$ cat config.mk
export PLATFORM = sky130hd
export DESIGN_NAME = single_wire_debug_link
export DESIGN_NICKNAME = d
export VERILOG_FILES = /design/src/link_pkg.sv /design/src/bit_timer.sv /design/src/single_wire_debug_link.sv
export SDC_FILE = /design/constraint.sdc
export NUM_CORES = 1
export LEC_CHECK = 0
export BUFFER_PORTS_ARGS = -buffer_cell sky130_fd_sc_hd__buf_2
export CAP_MARGIN = 20
export CELL_PAD_IN_SITES_DETAIL_PLACEMENT = 1
export CELL_PAD_IN_SITES_GLOBAL_PLACEMENT = 2
export CORE_ASPECT_RATIO = 1.25
export CORE_MARGIN = 5
export CORE_UTILIZATION = 35
export DETAILED_ROUTE_END_ITERATION = 10
export PLACE_DENSITY_LB_ADDON = 0.1
export SLEW_MARGIN = 0
export SYNTH_ARGS = -nofsm -noshare
export SYNTH_HDL_FRONTEND = slang
export SYNTH_SLANG_ARGS = --single-unit
$ cat constraint.sdc
create_clock -name mclk -period 2.98 [get_ports mclk]
set_input_delay 0.894 -clock mclk [delete_from_list [all_inputs] [get_ports mclk]]
set_output_delay 0.894 -clock mclk [all_outputs]
set_load 0.01 [all_outputs]
$ cat src/link_pkg.sv
// Shared constants and carrier types for the single-wire debug link
package link_pkg;
    // Bit timing in debug clock cycles; ALT_DIV is bus clock cycles per debug tick
    localparam int BIT_CYCLES      = 16;
    localparam int SAMPLE_AT       = 10;
    localparam int ONE_PULSE_AT    = 7;
    localparam int ZERO_LOW        = 13;
    localparam int TIMEOUT_CYCLES  = 512;
    localparam int SYNC_DETECT     = 128;
    localparam int SYNC_PULSE      = 128;
    localparam int DELAY_CYCLES    = 16;
    localparam int ALT_DIV         = 4;
    // Status and control layout
    localparam int ST_ENABLE       = 7;
    localparam int ST_ACTIVE       = 6;
    localparam int ST_CLKSEL       = 2;
    localparam logic CTL_RESET     = 1'b0;
    // Field lengths in bits
    localparam logic [4:0] B0      = 5'h00;
    localparam logic [4:0] B8      = 5'h08;
    localparam logic [4:0] B16     = 5'h10;
    localparam logic [4:0] B24     = 5'h18;
    // Command codes
    localparam logic [7:0] CMD_READ_STATUS = 8'he4, CMD_WRITE_CONTROL = 8'hc4;
    localparam logic [7:0] CMD_BACKGROUND  = 8'h90, CMD_READ_BYTE     = 8'he0;
    localparam logic [7:0] CMD_READ_BYTE_S = 8'he1, CMD_READ_LAST     = 8'he8;
    localparam logic [7:0] CMD_WRITE_BYTE  = 8'hc0, CMD_WRITE_BYTE_S  = 8'hc1;
    localparam logic [7:0] CMD_GO          = 8'h08, CMD_SINGLE_STEP   = 8'h10;
    localparam logic [7:0] CMD_TAGGO       = 8'h18, CMD_READ_A        = 8'h68;
    localparam logic [7:0] CMD_READ_CCR    = 8'h69, CMD_READ_PC       = 8'h6b;
    localparam logic [7:0] CMD_READ_HX     = 8'h6c, CMD_READ_SP       = 8'h6f;
    localparam logic [7:0] CMD_READ_NEXT   = 8'h70, CMD_READ_NEXT_S   = 8'h71;
    localparam logic [7:0] CMD_WRITE_A     = 8'h48, CMD_WRITE_CCR     = 8'h49;
    localparam logic [7:0] CMD_WRITE_PC    = 8'h4b, CMD_WRITE_HX      = 8'h4c;
    localparam logic [7:0] CMD_WRITE_SP    = 8'h4f, CMD_WRITE_NEXT    = 8'h50;

    typedef struct packed {
        logic        valid;
        logic [7:0]  code;
        logic [15:0] addr;
        logic [15:0] wdata;
    } core_req_t;

    typedef struct packed {
        logic       known;
        logic       halted_only;
        logic       exec;
        logic       addr_cmd;
        logic       with_status;
        logic [4:0] rx_len;
        logic [4:0] tx_len;
    } cmd_desc_t;
endpackage

$ cat src/bit_timer.sv
// Bit-level timing engine for the debug line: edges, sampling, drive, sync, timeout
`timescale 1ns/100ps
module bit_timer import link_pkg::*; (
    input  wire logic mclk,
    input  wire logic rst_n,
    input  wire logic tick,
    input  wire logic line_in,
    input  wire logic tx_mode,
    input  wire logic tx_bit,
    output logic      sample_p,
    output logic      rx_bit,
    output logic      timeout_p,
    output logic      sync_p,
    output logic      line_o,
    output logic      line_oe
);
    typedef enum logic [2:0] {P_IDLE, P_BIT, P_SYNC_REL, P_SYNC_GAP, P_SYNC_DRV} phase_t;

    phase_t     phase_reg, phase_next;
    logic       s1_reg, s2_reg, s3_reg;
    logic [9:0] cnt_reg, cnt_next, idle_reg;
    logic       xmit_reg, xmit_next, bitv_reg, bitv_next;
    logic       drv_low, drv_high;

    // Own drive masks the line so our low never looks like a host edge
    wire fell      = s3_reg & ~s2_reg & ~line_oe;
    wire at_sample = (phase_reg == P_BIT) && (cnt_reg == 10'(SAMPLE_AT));

    always_comb
    begin
        phase_next = phase_reg;
        cnt_next   = cnt_reg;
        xmit_next  = xmit_reg;
        bitv_next  = bitv_reg;
        if (fell && (phase_reg == P_IDLE || phase_reg == P_BIT))
        begin
            phase_next = P_BIT;
            cnt_next   = '0;
            xmit_next  = tx_mode;
            bitv_next  = tx_bit;
        end
        else
        begin
            case (phase_reg)
                P_IDLE: ;
                P_BIT:
                    if (cnt_reg == 10'(SYNC_DETECT - 1))
                        phase_next = s2_reg ? P_IDLE : P_SYNC_REL;
                    else
                        cnt_next = cnt_reg + 10'h001;
                P_SYNC_REL:
                    if (s2_reg)
                    begin
                        phase_next = P_SYNC_GAP;
                        cnt_next   = '0;
                    end
                P_SYNC_GAP:
                    if (cnt_reg == 10'(BIT_CYCLES - 1))
                    begin
                        phase_next = P_SYNC_DRV;
                        cnt_next   = '0;
                    end
                    else
                        cnt_next = cnt_reg + 10'h001;
                P_SYNC_DRV:
                    if (cnt_reg == 10'(SYNC_PULSE))
                        phase_next = P_IDLE;
                    else
                        cnt_next = cnt_reg + 10'h001;
                default: phase_next = P_IDLE;
            endcase
        end
    end

    // Drive computed from next state so the pin lines up with the count
    assign drv_low  = (phase_next == P_BIT && xmit_next && !bitv_next
                       && cnt_next < 10'(ZERO_LOW))
                    || (phase_next == P_SYNC_DRV && cnt_next < 10'(SYNC_PULSE));
    assign drv_high = (phase_next == P_BIT && xmit_next && bitv_next
                       && cnt_next == 10'(ONE_PULSE_AT))
                    || (phase_next == P_BIT && xmit_next && !bitv_next
                       && cnt_next == 10'(ZERO_LOW))
                    || (phase_next == P_SYNC_DRV && cnt_next == 10'(SYNC_PULSE));

    always_ff @(posedge mclk)
    begin
        if (!rst_n)
        begin
            s1_reg    <= 1'b1;
            s2_reg    <= 1'b1;
            s3_reg    <= 1'b1;
            phase_reg <= P_IDLE;
            cnt_reg   <= '0;
            idle_reg  <= '0;
            xmit_reg  <= 1'b0;
            bitv_reg  <= 1'b0;
            line_o    <= 1'b0;
            line_oe   <= 1'b0;
            rx_bit    <= 1'b0;
            sample_p  <= 1'b0;
            timeout_p <= 1'b0;
            sync_p    <= 1'b0;
        end
        else
        begin
            sample_p  <= tick & at_sample;
            timeout_p <= tick & ~fell & (idle_reg == 10'(TIMEOUT_CYCLES - 1));
            sync_p    <= tick & (phase_reg == P_BIT) & (phase_next == P_SYNC_REL);
            if (tick)
            begin
                s1_reg    <= line_in;
                s2_reg    <= s1_reg;
                s3_reg    <= s2_reg;
                phase_reg <= phase_next;
                cnt_reg   <= cnt_next;
                xmit_reg  <= xmit_next;
                bitv_reg  <= bitv_next;
                line_oe   <= drv_low | drv_high;
                line_o    <= drv_high;
                if (at_sample)
                    rx_bit <= s2_reg;
                if (fell)
                    idle_reg <= '0;
                else if (idle_reg != 10'(TIMEOUT_CYCLES))
                    idle_reg <= idle_reg + 10'h001;
            end
        end
    end
endmodule

$ cat src/single_wire_debug_link.sv
// Target-side single-wire debug link: command framing and execution requests
`timescale 1ns/100ps
module single_wire_debug_link import link_pkg::*; (
    input  wire logic        mclk,
    input  wire logic        rst_n,
    input  wire logic        line_in,
    output logic             line_o,
    output logic             line_oe,
    input  wire logic        cpu_halted,
    input  wire logic        core_ack,
    input  wire logic [15:0] core_rdata,
    output core_req_t        core_req,
    output logic             start_in_background
);
    typedef enum logic [1:0] {S_CMD, S_RX, S_EXEC, S_TX} state_t;

    ////////////////////////////////////////////////////////////////////////////
    // Command table

    function automatic cmd_desc_t decode(input logic [7:0] c);
        cmd_desc_t d;
        d = '0;
        case (c)
            CMD_READ_STATUS:  d = '{1'b1, 1'b0, 1'b0, 1'b0, 1'b1, B0,  B8};
            CMD_WRITE_CONTROL: d = '{1'b1, 1'b0, 1'b0, 1'b0, 1'b0, B8,  B0};
            CMD_BACKGROUND:   d = '{1'b1, 1'b0, 1'b1, 1'b0, 1'b0, B0,  B0};
            CMD_READ_BYTE:    d = '{1'b1, 1'b0, 1'b1, 1'b1, 1'b0, B16, B8};
            CMD_READ_BYTE_S:  d = '{1'b1, 1'b0, 1'b1, 1'b1, 1'b1, B16, B16};
            CMD_READ_LAST:    d = '{1'b1, 1'b0, 1'b1, 1'b0, 1'b1, B0,  B16};
            CMD_WRITE_BYTE:   d = '{1'b1, 1'b0, 1'b1, 1'b1, 1'b0, B24, B0};
            CMD_WRITE_BYTE_S: d = '{1'b1, 1'b0, 1'b1, 1'b1, 1'b1, B24, B8};
            CMD_GO, CMD_SINGLE_STEP, CMD_TAGGO:
                              d = '{1'b1, 1'b1, 1'b1, 1'b0, 1'b0, B0,  B0};
            CMD_READ_A, CMD_READ_CCR, CMD_READ_NEXT:
                              d = '{1'b1, 1'b1, 1'b1, 1'b0, 1'b0, B0,  B8};
            CMD_READ_PC, CMD_READ_HX, CMD_READ_SP:
                              d = '{1'b1, 1'b1, 1'b1, 1'b0, 1'b0, B0,  B16};
            CMD_READ_NEXT_S:  d = '{1'b1, 1'b1, 1'b1, 1'b0, 1'b1, B0,  B16};
            CMD_WRITE_A, CMD_WRITE_CCR, CMD_WRITE_NEXT:
                              d = '{1'b1, 1'b1, 1'b1, 1'b0, 1'b0, B8,  B0};
            CMD_WRITE_PC, CMD_WRITE_HX, CMD_WRITE_SP:
                              d = '{1'b1, 1'b1, 1'b1, 1'b0, 1'b0, B16, B0};
            default:          d = '0;
        endcase
        return d;
    endfunction

    ////////////////////////////////////////////////////////////////////////////
    // Registers

    state_t      state_reg;
    cmd_desc_t   desc_reg;
    logic [7:0]  code_reg;
    logic [4:0]  nbits_reg;
    logic [23:0] rx_sh_reg;
    logic [15:0] tx_sh_reg;
    logic [15:0] last_addr_reg;
    logic        ignore_reg, pend_reg;
    logic        enable_reg, clksel_reg;
    logic        strap_done_reg;
    logic [1:0]  alt_cnt_reg;
    logic        alt_tick_reg;
    logic        sample_p, rx_bit, timeout_p, sync_p;

    ////////////////////////////////////////////////////////////////////////////
    // Debug clock: bus rate or divided alternate rate

    wire tick = clksel_reg ? alt_tick_reg : 1'b1;

    ////////////////////////////////////////////////////////////////////////////
    // Decode and datapath selection

    wire [7:0]  code_shift = {code_reg[6:0], rx_bit};
    wire        code_done  = (state_reg == S_CMD) && sample_p && (nbits_reg == B8 - 5'h01);
    cmd_desc_t  new_desc;
    assign new_desc = decode(code_shift);
    wire        new_ignore = (new_desc.halted_only && !cpu_halted)
                          || (code_shift == CMD_BACKGROUND && !enable_reg);
    wire        rx_done    = (state_reg == S_RX) && sample_p
                          && (nbits_reg == desc_reg.rx_len - 5'h01);
    wire        tx_done    = (state_reg == S_TX) && sample_p
                          && (nbits_reg == desc_reg.tx_len - 5'h01);
    wire        need_exec  = desc_reg.exec && !ignore_reg;
    wire        exec_done  = (state_reg == S_EXEC) && (!need_exec || (pend_reg && core_ack));
    wire        abort      = timeout_p || sync_p;

    wire [7:0]  status_v   = (8'h01 << ST_ENABLE) & {8{enable_reg}}
                           | (8'h01 << ST_ACTIVE) & {8{cpu_halted}}
                           | (8'h01 << ST_CLKSEL) & {8{clksel_reg}};
    wire [15:0] rdata_v    = need_exec ? core_rdata : 16'h0000;
    wire [15:0] tx_load    = (desc_reg.tx_len == B16)
                           ? (desc_reg.with_status ? {status_v, rdata_v[7:0]} : rdata_v)
                           : {(desc_reg.with_status ? status_v : rdata_v[7:0]), 8'h00};
    wire [15:0] tx_shifted = {tx_sh_reg[14:0], 1'b0};
    wire [15:0] rx_addr    = (desc_reg.rx_len == B24) ? rx_sh_reg[23:8] : rx_sh_reg[15:0];
    wire [15:0] req_addr   = desc_reg.addr_cmd ? rx_addr : last_addr_reg;
    wire        tx_bit     = tx_sh_reg[15];
    wire        tx_mode    = (state_reg == S_TX) && !ignore_reg;

    ////////////////////////////////////////////////////////////////////////////
    // Bit engine

    bit_timer u_bit_timer (
        .mclk      (mclk),
        .rst_n     (rst_n),
        .tick      (tick),
        .line_in   (line_in),
        .tx_mode   (tx_mode),
        .tx_bit    (tx_bit),
        .sample_p  (sample_p),
        .rx_bit    (rx_bit),
        .timeout_p (timeout_p),
        .sync_p    (sync_p),
        .line_o    (line_o),
        .line_oe   (line_oe)
    );

    ////////////////////////////////////////////////////////////////////////////
    // Clock divider, strap capture, control bits

    always_ff @(posedge mclk)
    begin
        if (!rst_n)
        begin
            alt_cnt_reg  <= '0;
            alt_tick_reg <= 1'b0;
        end
        else
        begin
            alt_cnt_reg  <= (alt_cnt_reg == 2'(ALT_DIV - 1)) ? 2'h0 : alt_cnt_reg + 2'h1;
            alt_tick_reg <= (alt_cnt_reg == 2'(ALT_DIV - 1));
        end
    end

    // Strap is caught on the first edge after release, never under reset
    always_ff @(posedge mclk)
    begin
        if (!rst_n)
        begin
            strap_done_reg      <= 1'b0;
            start_in_background <= 1'b0;
        end
        else if (!strap_done_reg)
        begin
            strap_done_reg      <= 1'b1;
            start_in_background <= ~line_in;
        end
    end

    // Control lives only behind the link, nowhere in the processor map
    always_ff @(posedge mclk)
    begin
        if (!rst_n)
        begin
            enable_reg <= CTL_RESET;
            clksel_reg <= CTL_RESET;
        end
        else if (exec_done && code_reg == CMD_WRITE_CONTROL && !ignore_reg)
        begin
            enable_reg <= rx_sh_reg[ST_ENABLE];
            clksel_reg <= rx_sh_reg[ST_CLKSEL];
        end
    end

    ////////////////////////////////////////////////////////////////////////////
    // Command sequencer

    always_ff @(posedge mclk)
    begin
        if (!rst_n)
        begin
            state_reg     <= S_CMD;
            desc_reg      <= '0;
            code_reg      <= '0;
            nbits_reg     <= '0;
            rx_sh_reg     <= '0;
            tx_sh_reg     <= '0;
            last_addr_reg <= '0;
            ignore_reg    <= 1'b0;
            pend_reg      <= 1'b0;
            core_req      <= '0;
        end
        else
        begin
            core_req.valid <= 1'b0;
            if (abort)
            begin
                state_reg <= S_CMD;
                nbits_reg <= '0;
                pend_reg  <= 1'b0;
            end
            else
            begin
                case (state_reg)
                    S_CMD:
                        if (sample_p)
                        begin
                            code_reg  <= code_shift;
                            nbits_reg <= code_done ? 5'h00 : nbits_reg + 5'h01;
                            if (code_done && new_desc.known)
                            begin
                                desc_reg   <= new_desc;
                                ignore_reg <= new_ignore;
                                state_reg  <= (new_desc.rx_len != B0) ? S_RX : S_EXEC;
                            end
                        end
                    S_RX:
                        if (sample_p)
                        begin
                            rx_sh_reg <= {rx_sh_reg[22:0], rx_bit};
                            nbits_reg <= rx_done ? 5'h00 : nbits_reg + 5'h01;
                            if (rx_done)
                                state_reg <= S_EXEC;
                        end
                    S_EXEC:
                        // Work done inside the host's delay slot
                        if (exec_done)
                        begin
                            pend_reg  <= 1'b0;
                            tx_sh_reg <= tx_load;
                            state_reg <= (desc_reg.tx_len != B0) ? S_TX : S_CMD;
                        end
                        else if (need_exec && !pend_reg)
                        begin
                            pend_reg       <= 1'b1;
                            core_req.valid <= 1'b1;
                            core_req.code  <= code_reg;
                            core_req.addr  <= req_addr;
                            core_req.wdata <= rx_sh_reg[15:0];
                            if (desc_reg.addr_cmd)
                                last_addr_reg <= rx_addr;
                        end
                    S_TX:
                        if (sample_p)
                        begin
                            tx_sh_reg <= tx_shifted;
                            nbits_reg <= tx_done ? 5'h00 : nbits_reg + 5'h01;
                            if (tx_done)
                                state_reg <= S_CMD;
                        end
                    default: state_reg <= S_CMD;
                endcase
            end
        end
    end
endmodule

==> impl_metrics.toml, run 1 <==
[yosys]
synth_seq_cells = 146
synth_area_leaders = "dfxtp_1 (42%), nand2_1 (7.9%), a21oi_1 (6.5%)"
netlist_top_cells_count = "nand2_1 (147), dfxtp_1 (146), nor2_1 (98)"
synth_area_leader_cell = "dfxtp_1"
syn_avg_cell_area_sq_um = 7.95
ys_types = 64
synth-edff-count = 0
synth_top_area_frac = 0.420
ys_seq_area_frac = 0.420
synth_area_sq_mm = 0.00695
synthFlopType = "dfxtp_1"
syn-num-nets = 906
synthCells = 875
async_flop_share = 0
synthMostInstantiatedCell = "nand2_1"
ys_warn_count = 0

[die]
die_h_um = 168
initial_utilization = 0.357
fp.dieW_um = 136
die-area_sq_mm = 0.0228
core-area_sq_mm = 0.0195
row_count = 57
num_io_pins = 65

[setup_path]
critPathKind = "reg -> reg"
crit_arrival_ns = 3.22
crit_chain = "inv_1, ha_1, or4bb_1, o31a_1, buf_4, o311ai_0, a31oi_1, a21oi_1, a31o_2, o221ai_1, a21oi_1"
cp-startpoint = "u_bit_timer.cnt_reg[0]"
r2r_start = "u_bit_timer.cnt_reg[0]"
slowest_stage = "or4bb_1"
r2r-end = "u_bit_timer.line_oe"
end_kind = "flip-flop"
worst-path-max-fanout = 3
max_stage_delay_ns = 0.43
r2r_cells = 11
r2r_slack_ns = 0.12
required_ns = 3.34
cp_common_cell = "a21oi_1"
cp-start-kind = "flip-flop"

[worst_hold_path]
holdCritStartpoint = "alt_cnt_reg[0]"
hold_path_depth = 1
min_path_type = "reg -> reg"
holdPathEnd = "alt_cnt_reg[0]"

[timing]
setup_viol = 0
relSlewSlack = 0.548
worstMarginPinSlew_ns = 0.674
hold_ws_ns = 0.441
setup_ws_ns = 0.119
skew_ns = 0.0160
rsz0062_at_grt = "false"
timing.setup.tns_ns = 0
hold_violations = 0
drv_slew = 0
fmax_ghz = 0.350
layout_min_cycle_time_ns = 2.86
post-route-period-util = 0.960

[clock_network]
root_buffer = "clkbuf_16"
clkLatencyLatePin_ns = 0.43
cts_tree = "yes"
numCtsBuffers = 17
htreeDepth = 4
cts_num_sinks = 146
clock_path_buffers = 2
clk_pin_slew_worst_paths_ns = 0.07
ctsHoldBuffers = 0

[global_route]
grt.overflow.total = 0
grt.total_usage = 0.196
grt_pass1_vias = 6738
grt_antenna_before_repair = 0
grt_pass1_wl_um = 35600
grt_max_degree = 45

[placed_design]
numPortBuffers = 64
place_inst = 1182
place_hpwl_um = 16200
globalplace.congestion = 0.865
dp_slack_ns = 0.0332

[power_and_ir_drop]
power.density_mw_per_mm2 = 528
p_leak_nw = 3.06
peakVddDrop_mv = 0.387

[route]
drtAntennaViolNets = 0
vias = 6610
wl_per_cell_um = 18.2
drcViolationCount = 0
via_per_inst = 5.44
detail_route.iter0.violations = 334
first_pass_iters = 5
drt_wl_total_um = 22100

[layout]
utilization = 0.427
seq_area_sq_mm = 0.00292
num-nets-final = 969
post_route_cells_drive_above_1_share = 0.171
antenna_cells = 0
multi_input_area_sq_mm = 0.00375
synthToLayoutAreaGrowth_pct = 19.5
final_cells = 1216
fill_cells = 2357

[status]
status = "finished, final reports clean"

[job]
cap_viol_max_count = 0
[worst max-delay path: cells and delay by family (launching register included)]
kind,cells,cell delay [ns]
fa+ha+maj,1,0.17
compound gates,7,1.61
flops,1,0.32
buf+inv,2,0.26
simple gates,1,0.43
[power breakdown]
part / switching, mW / internal (mW)
clock network: 0.919 / 1.26
logic: 0.145 / 0.0832
registers: 0.0150 / 1.97
[placed cells by master (no fill, tap or decap), types with 17 or more instances in the layout]
master and count:
buf_4 45, o21ai_0 24, nand3_1 21, nand2_1 147, dfxtp_1 146, a211oi_1 27, nor3_1 27, mux2i_1 37
buf_2 64, nor2_1 98, clkbuf_16 17, a21oi_1 91
[worst max-delay path by stage]
stage	cells past startpoint	end	slack, ns
CTS	10	u_bit_timer.line_oe	0.001
detailed placement	10	u_bit_timer.line_oe	0.03
floorplan	11	u_bit_timer.line_oe	0.26
global placement	10	u_bit_timer.line_oe	0.11
global route	11	u_bit_timer.line_oe	0.001
finish	11	u_bit_timer.line_oe	0.12
[stage by stage]
stage	power (mW)	instance area, sq um
finish	4.39	8310
global route	4.57	8310
global placement	2.24	7670
floorplan	2.16	6950
detailed placement	2.25	7670
CTS	4.45	8270
[routing by layer]
| layer | up-vias | share of wire | GRT usage |
|---|---|---|---|
| li1 | 3215 | - | - |
| met1 | 3223 | 0.43 | 0.237 |
| met2 | 136 | 0.51 | 0.348 |
| met3 | 36 | 0.033 | 0.0309 |
| met4 | 0 | 0.022 | 0.0728 |
| met5 | - | 0 | 0 |
[timing repair]
item | CTS | global route
resized for setup | 0 | 5
endpoints found under the hold margin | 0 | 0
endpoints found under the setup margin | 0 | 2
setup buffers | 0 | 2
[cells by family (layout without fill, tap and decap cells)]
| family | count (synthesis) | in the layout | synth area share |
|---|---|---|---|
| AOI/OAI and AO/OA | 200 | 200 | 0.179 |
| xor gates and xnor gates | 14 | 14 | 0.0176 |
| adders and majority gates | 10 | 10 | 0.0180 |
| buffers and inverters | 79 | 155 | 0.0466 |
| DFF | 146 | 146 | 0.420 |
| muxes | 40 | 40 | 0.0581 |
| and+or+nand+nor | 386 | 386 | 0.260 |
[cell type report]
| type | count | share of cell area |
|---|---|---|
| Clock buffer | 17 | 0.0512 |
| Tap cell | 265 | 0.0399 |
| Timing Repair Buffer | 109 | 0.0792 |
| Clock inverter | 15 | 0.0208 |
| Inverter | 14 | 0.00647 |
| Sequential cell | 146 | 0.352 |
| Multi-Input combinational cell | 650 | 0.451 |
Note: power is estimated with default switching activity, not from simulation.
==> run 2: changes to the inputs <==
BUFFER_PORTS_ARGS = unset   (was -buffer_cell sky130_fd_sc_hd__buf_2)
CORE_ASPECT_RATIO = unset   (was 1.25)
CORE_UTILIZATION = 38   (was 35)
DONT_BUFFER_PORTS = 1   (was unset)
==> run 2 against run 1 <==
  * Register-to-register slack about the same
  * Worst setup slack got worse by 0.0036 ns
  * Clock power decreased by 5%
  * Cell area decreased by 5.6%
  * Critical endpoint unchanged
  * Sequential power is essentially flat
==> impl_metrics.toml, run 2 (synthesis results as in run 1) <==
[layout]
fin_area_sq_mm = 0.00784
synthToLayoutAreaGrowth_pct = 12.8
layout_commonest_cell = "nand2_1"
layout_common_cells = "nand2_1 (147), dfxtp_1 (146), nor2_1 (98)"
antenna_cells = 0
num-nets-final = 896
post_route_cells_drive_above_1_share = 0.0969
fill_cells = 2165
final_cells = 1106

[clock_network]
cts_tree = "yes"
clkLatencyLatePin_ns = 0.42
root_buffer = "clkbuf_16"
numCtsBuffers = 17
cts_num_sinks = 146
clock_path_buffers = 2
clk_pin_slew_worst_paths_ns = 0.06
htreeDepth = 4

[die]
num_io_pins = 65
row_count = 49
die-area_sq_mm = 0.0211
fp.dieW_um = 145
die_h_um = 145
initial_utilization = 0.387
core-area_sq_mm = 0.0180

[job]
cap_viol_max_count = 0

[timing]
hold_ws_ns = 0.444
layout_min_cycle_time_ns = 2.86
relSlewSlack = 0.351
post-route-period-util = 0.961
worstMarginPinSlew_ns = 0.974
skew_ns = 0.00758
timing.setup.tns_ns = 0
hold_violations = 0
fmax_ghz = 0.349
setup_viol = 0
drv_slew = 0

[route]
detail_route.iter0.violations = 272
first_pass_iters = 4
wl_per_cell_um = 18.6
drtAntennaViolNets = 0
drt_wl_total_um = 20600
via_per_inst = 5.70
vias = 6302
drcViolationCount = 0

[power_and_ir_drop]
peakVddDrop_mv = 0.427
power.density_mw_per_mm2 = 542
p_leak_nw = 2.67

[global_route]
grt.overflow.total = 0
grt_antenna_before_repair = 0
grt_max_degree = 49
grt.total_usage = 0.193
grt_pass1_vias = 6305
grt_pass1_wl_um = 33700

[placed_design]
place_hpwl_um = 14900
globalplace.congestion = 0.859
placed_cell_area_sq_mm = 0.00723
place_inst = 1073
numPortBuffers = 0

[setup_path]
cp-start-kind = "flip-flop"
crit_arrival_ns = 3.21
end_kind = "flip-flop"
worst-path-max-fanout = 8
r2r_cells = 10
required_ns = 3.33
critPathKind = "reg -> reg"

[worst_hold_path]
min_path_type = "reg -> reg"
hold_path_depth = 1

[status]
status = "finished, final reports clean"
-- run 2: cell types whose count changed in the layout (fill, tap and decap cells not counted), sizes merged --
cell,before,now
buf,109,36
bufinv,2,1
clkbuf,17,21
clkinv,7,5
clkinvlp,0,3
inv,20,15
-- run 2: area by class of cell --
| class | count | area [sq um] | share of cell area |
|---|---|---|---|
| Multi-Input combinational cell | 650 | 3740 | 0.477 |
| Clock buffer | 21 | 470 | 0.0600 |
| Timing Repair Buffer | 36 | 270 | 0.0345 |
| Clock inverter | 10 | 101 | 0.0129 |
| Tap cell | 229 | 287 | 0.0365 |
| Sequential cell | 146 | 2920 | 0.373 |
| Inverter | 14 | 53.8 | 0.00686 |
-- run 2: worst max-delay path, stage by stage (launching register included) --
cell,delay (ns)
dfxtp_1,0.31
inv_1,0.10
ha_1,0.16
or4bb_4,0.53
o31a_1,0.37
or3_4,0.44
a221o_1,0.35
nand2_2,0.12
and3_1,0.17
a31oi_1,0.10
a21oi_1,0.15
-- run 2: path summary, 6_finish.rpt --
check	from	to	slack (ns)
setup / recovery	u_bit_timer.cnt_reg[0]	u_bit_timer.line_oe	0.12
hold / removal	alt_cnt_reg[0]	alt_cnt_reg[0]	0.44
hold reg to reg	alt_cnt_reg[0]	alt_cnt_reg[0]	0.44
setup reg to reg	u_bit_timer.cnt_reg[0]	u_bit_timer.line_oe	0.12
-- run 2: power breakdown --
group,internal (mW),total (mW),leakage [nW],switching [mW]
registers,1.97,1.99,1.18,0.0169
logic,0.0666,0.187,1.22,0.121
clock network,1.22,2.08,0.272,0.859
-- run 2: metrics by stage --
step | power [mW] | util | worst slack [ns]
after floorplan | 2.16 | - | 0.261
after global placement | 2.21 | 0.403 | 0.152
after detailed placement | 2.21 | 0.403 | 0.0882
after CTS | 4.31 | 0.434 | 0.0596
after global routing | 4.40 | 0.437 | -0.00161
final | 4.25 | 0.437 | 0.116
-- run 2: routing by layer --
metal	track usage	wire, um	part of all wire	vias to the layer above
met5	0	0	0	-
met2	0.325	10100	0.49	100
met1	0.245	9430	0.46	3107
li1	-	-	-	3068
met3	0.0455	691	0.034	27
met4	0.0588	433	0.021	0
-- run 2: timing repair --
action	CTS	global route
endpoints found under the setup margin	0	2
setup buffers	0	2
hold buffers	0	0
gates resized for setup	0	4
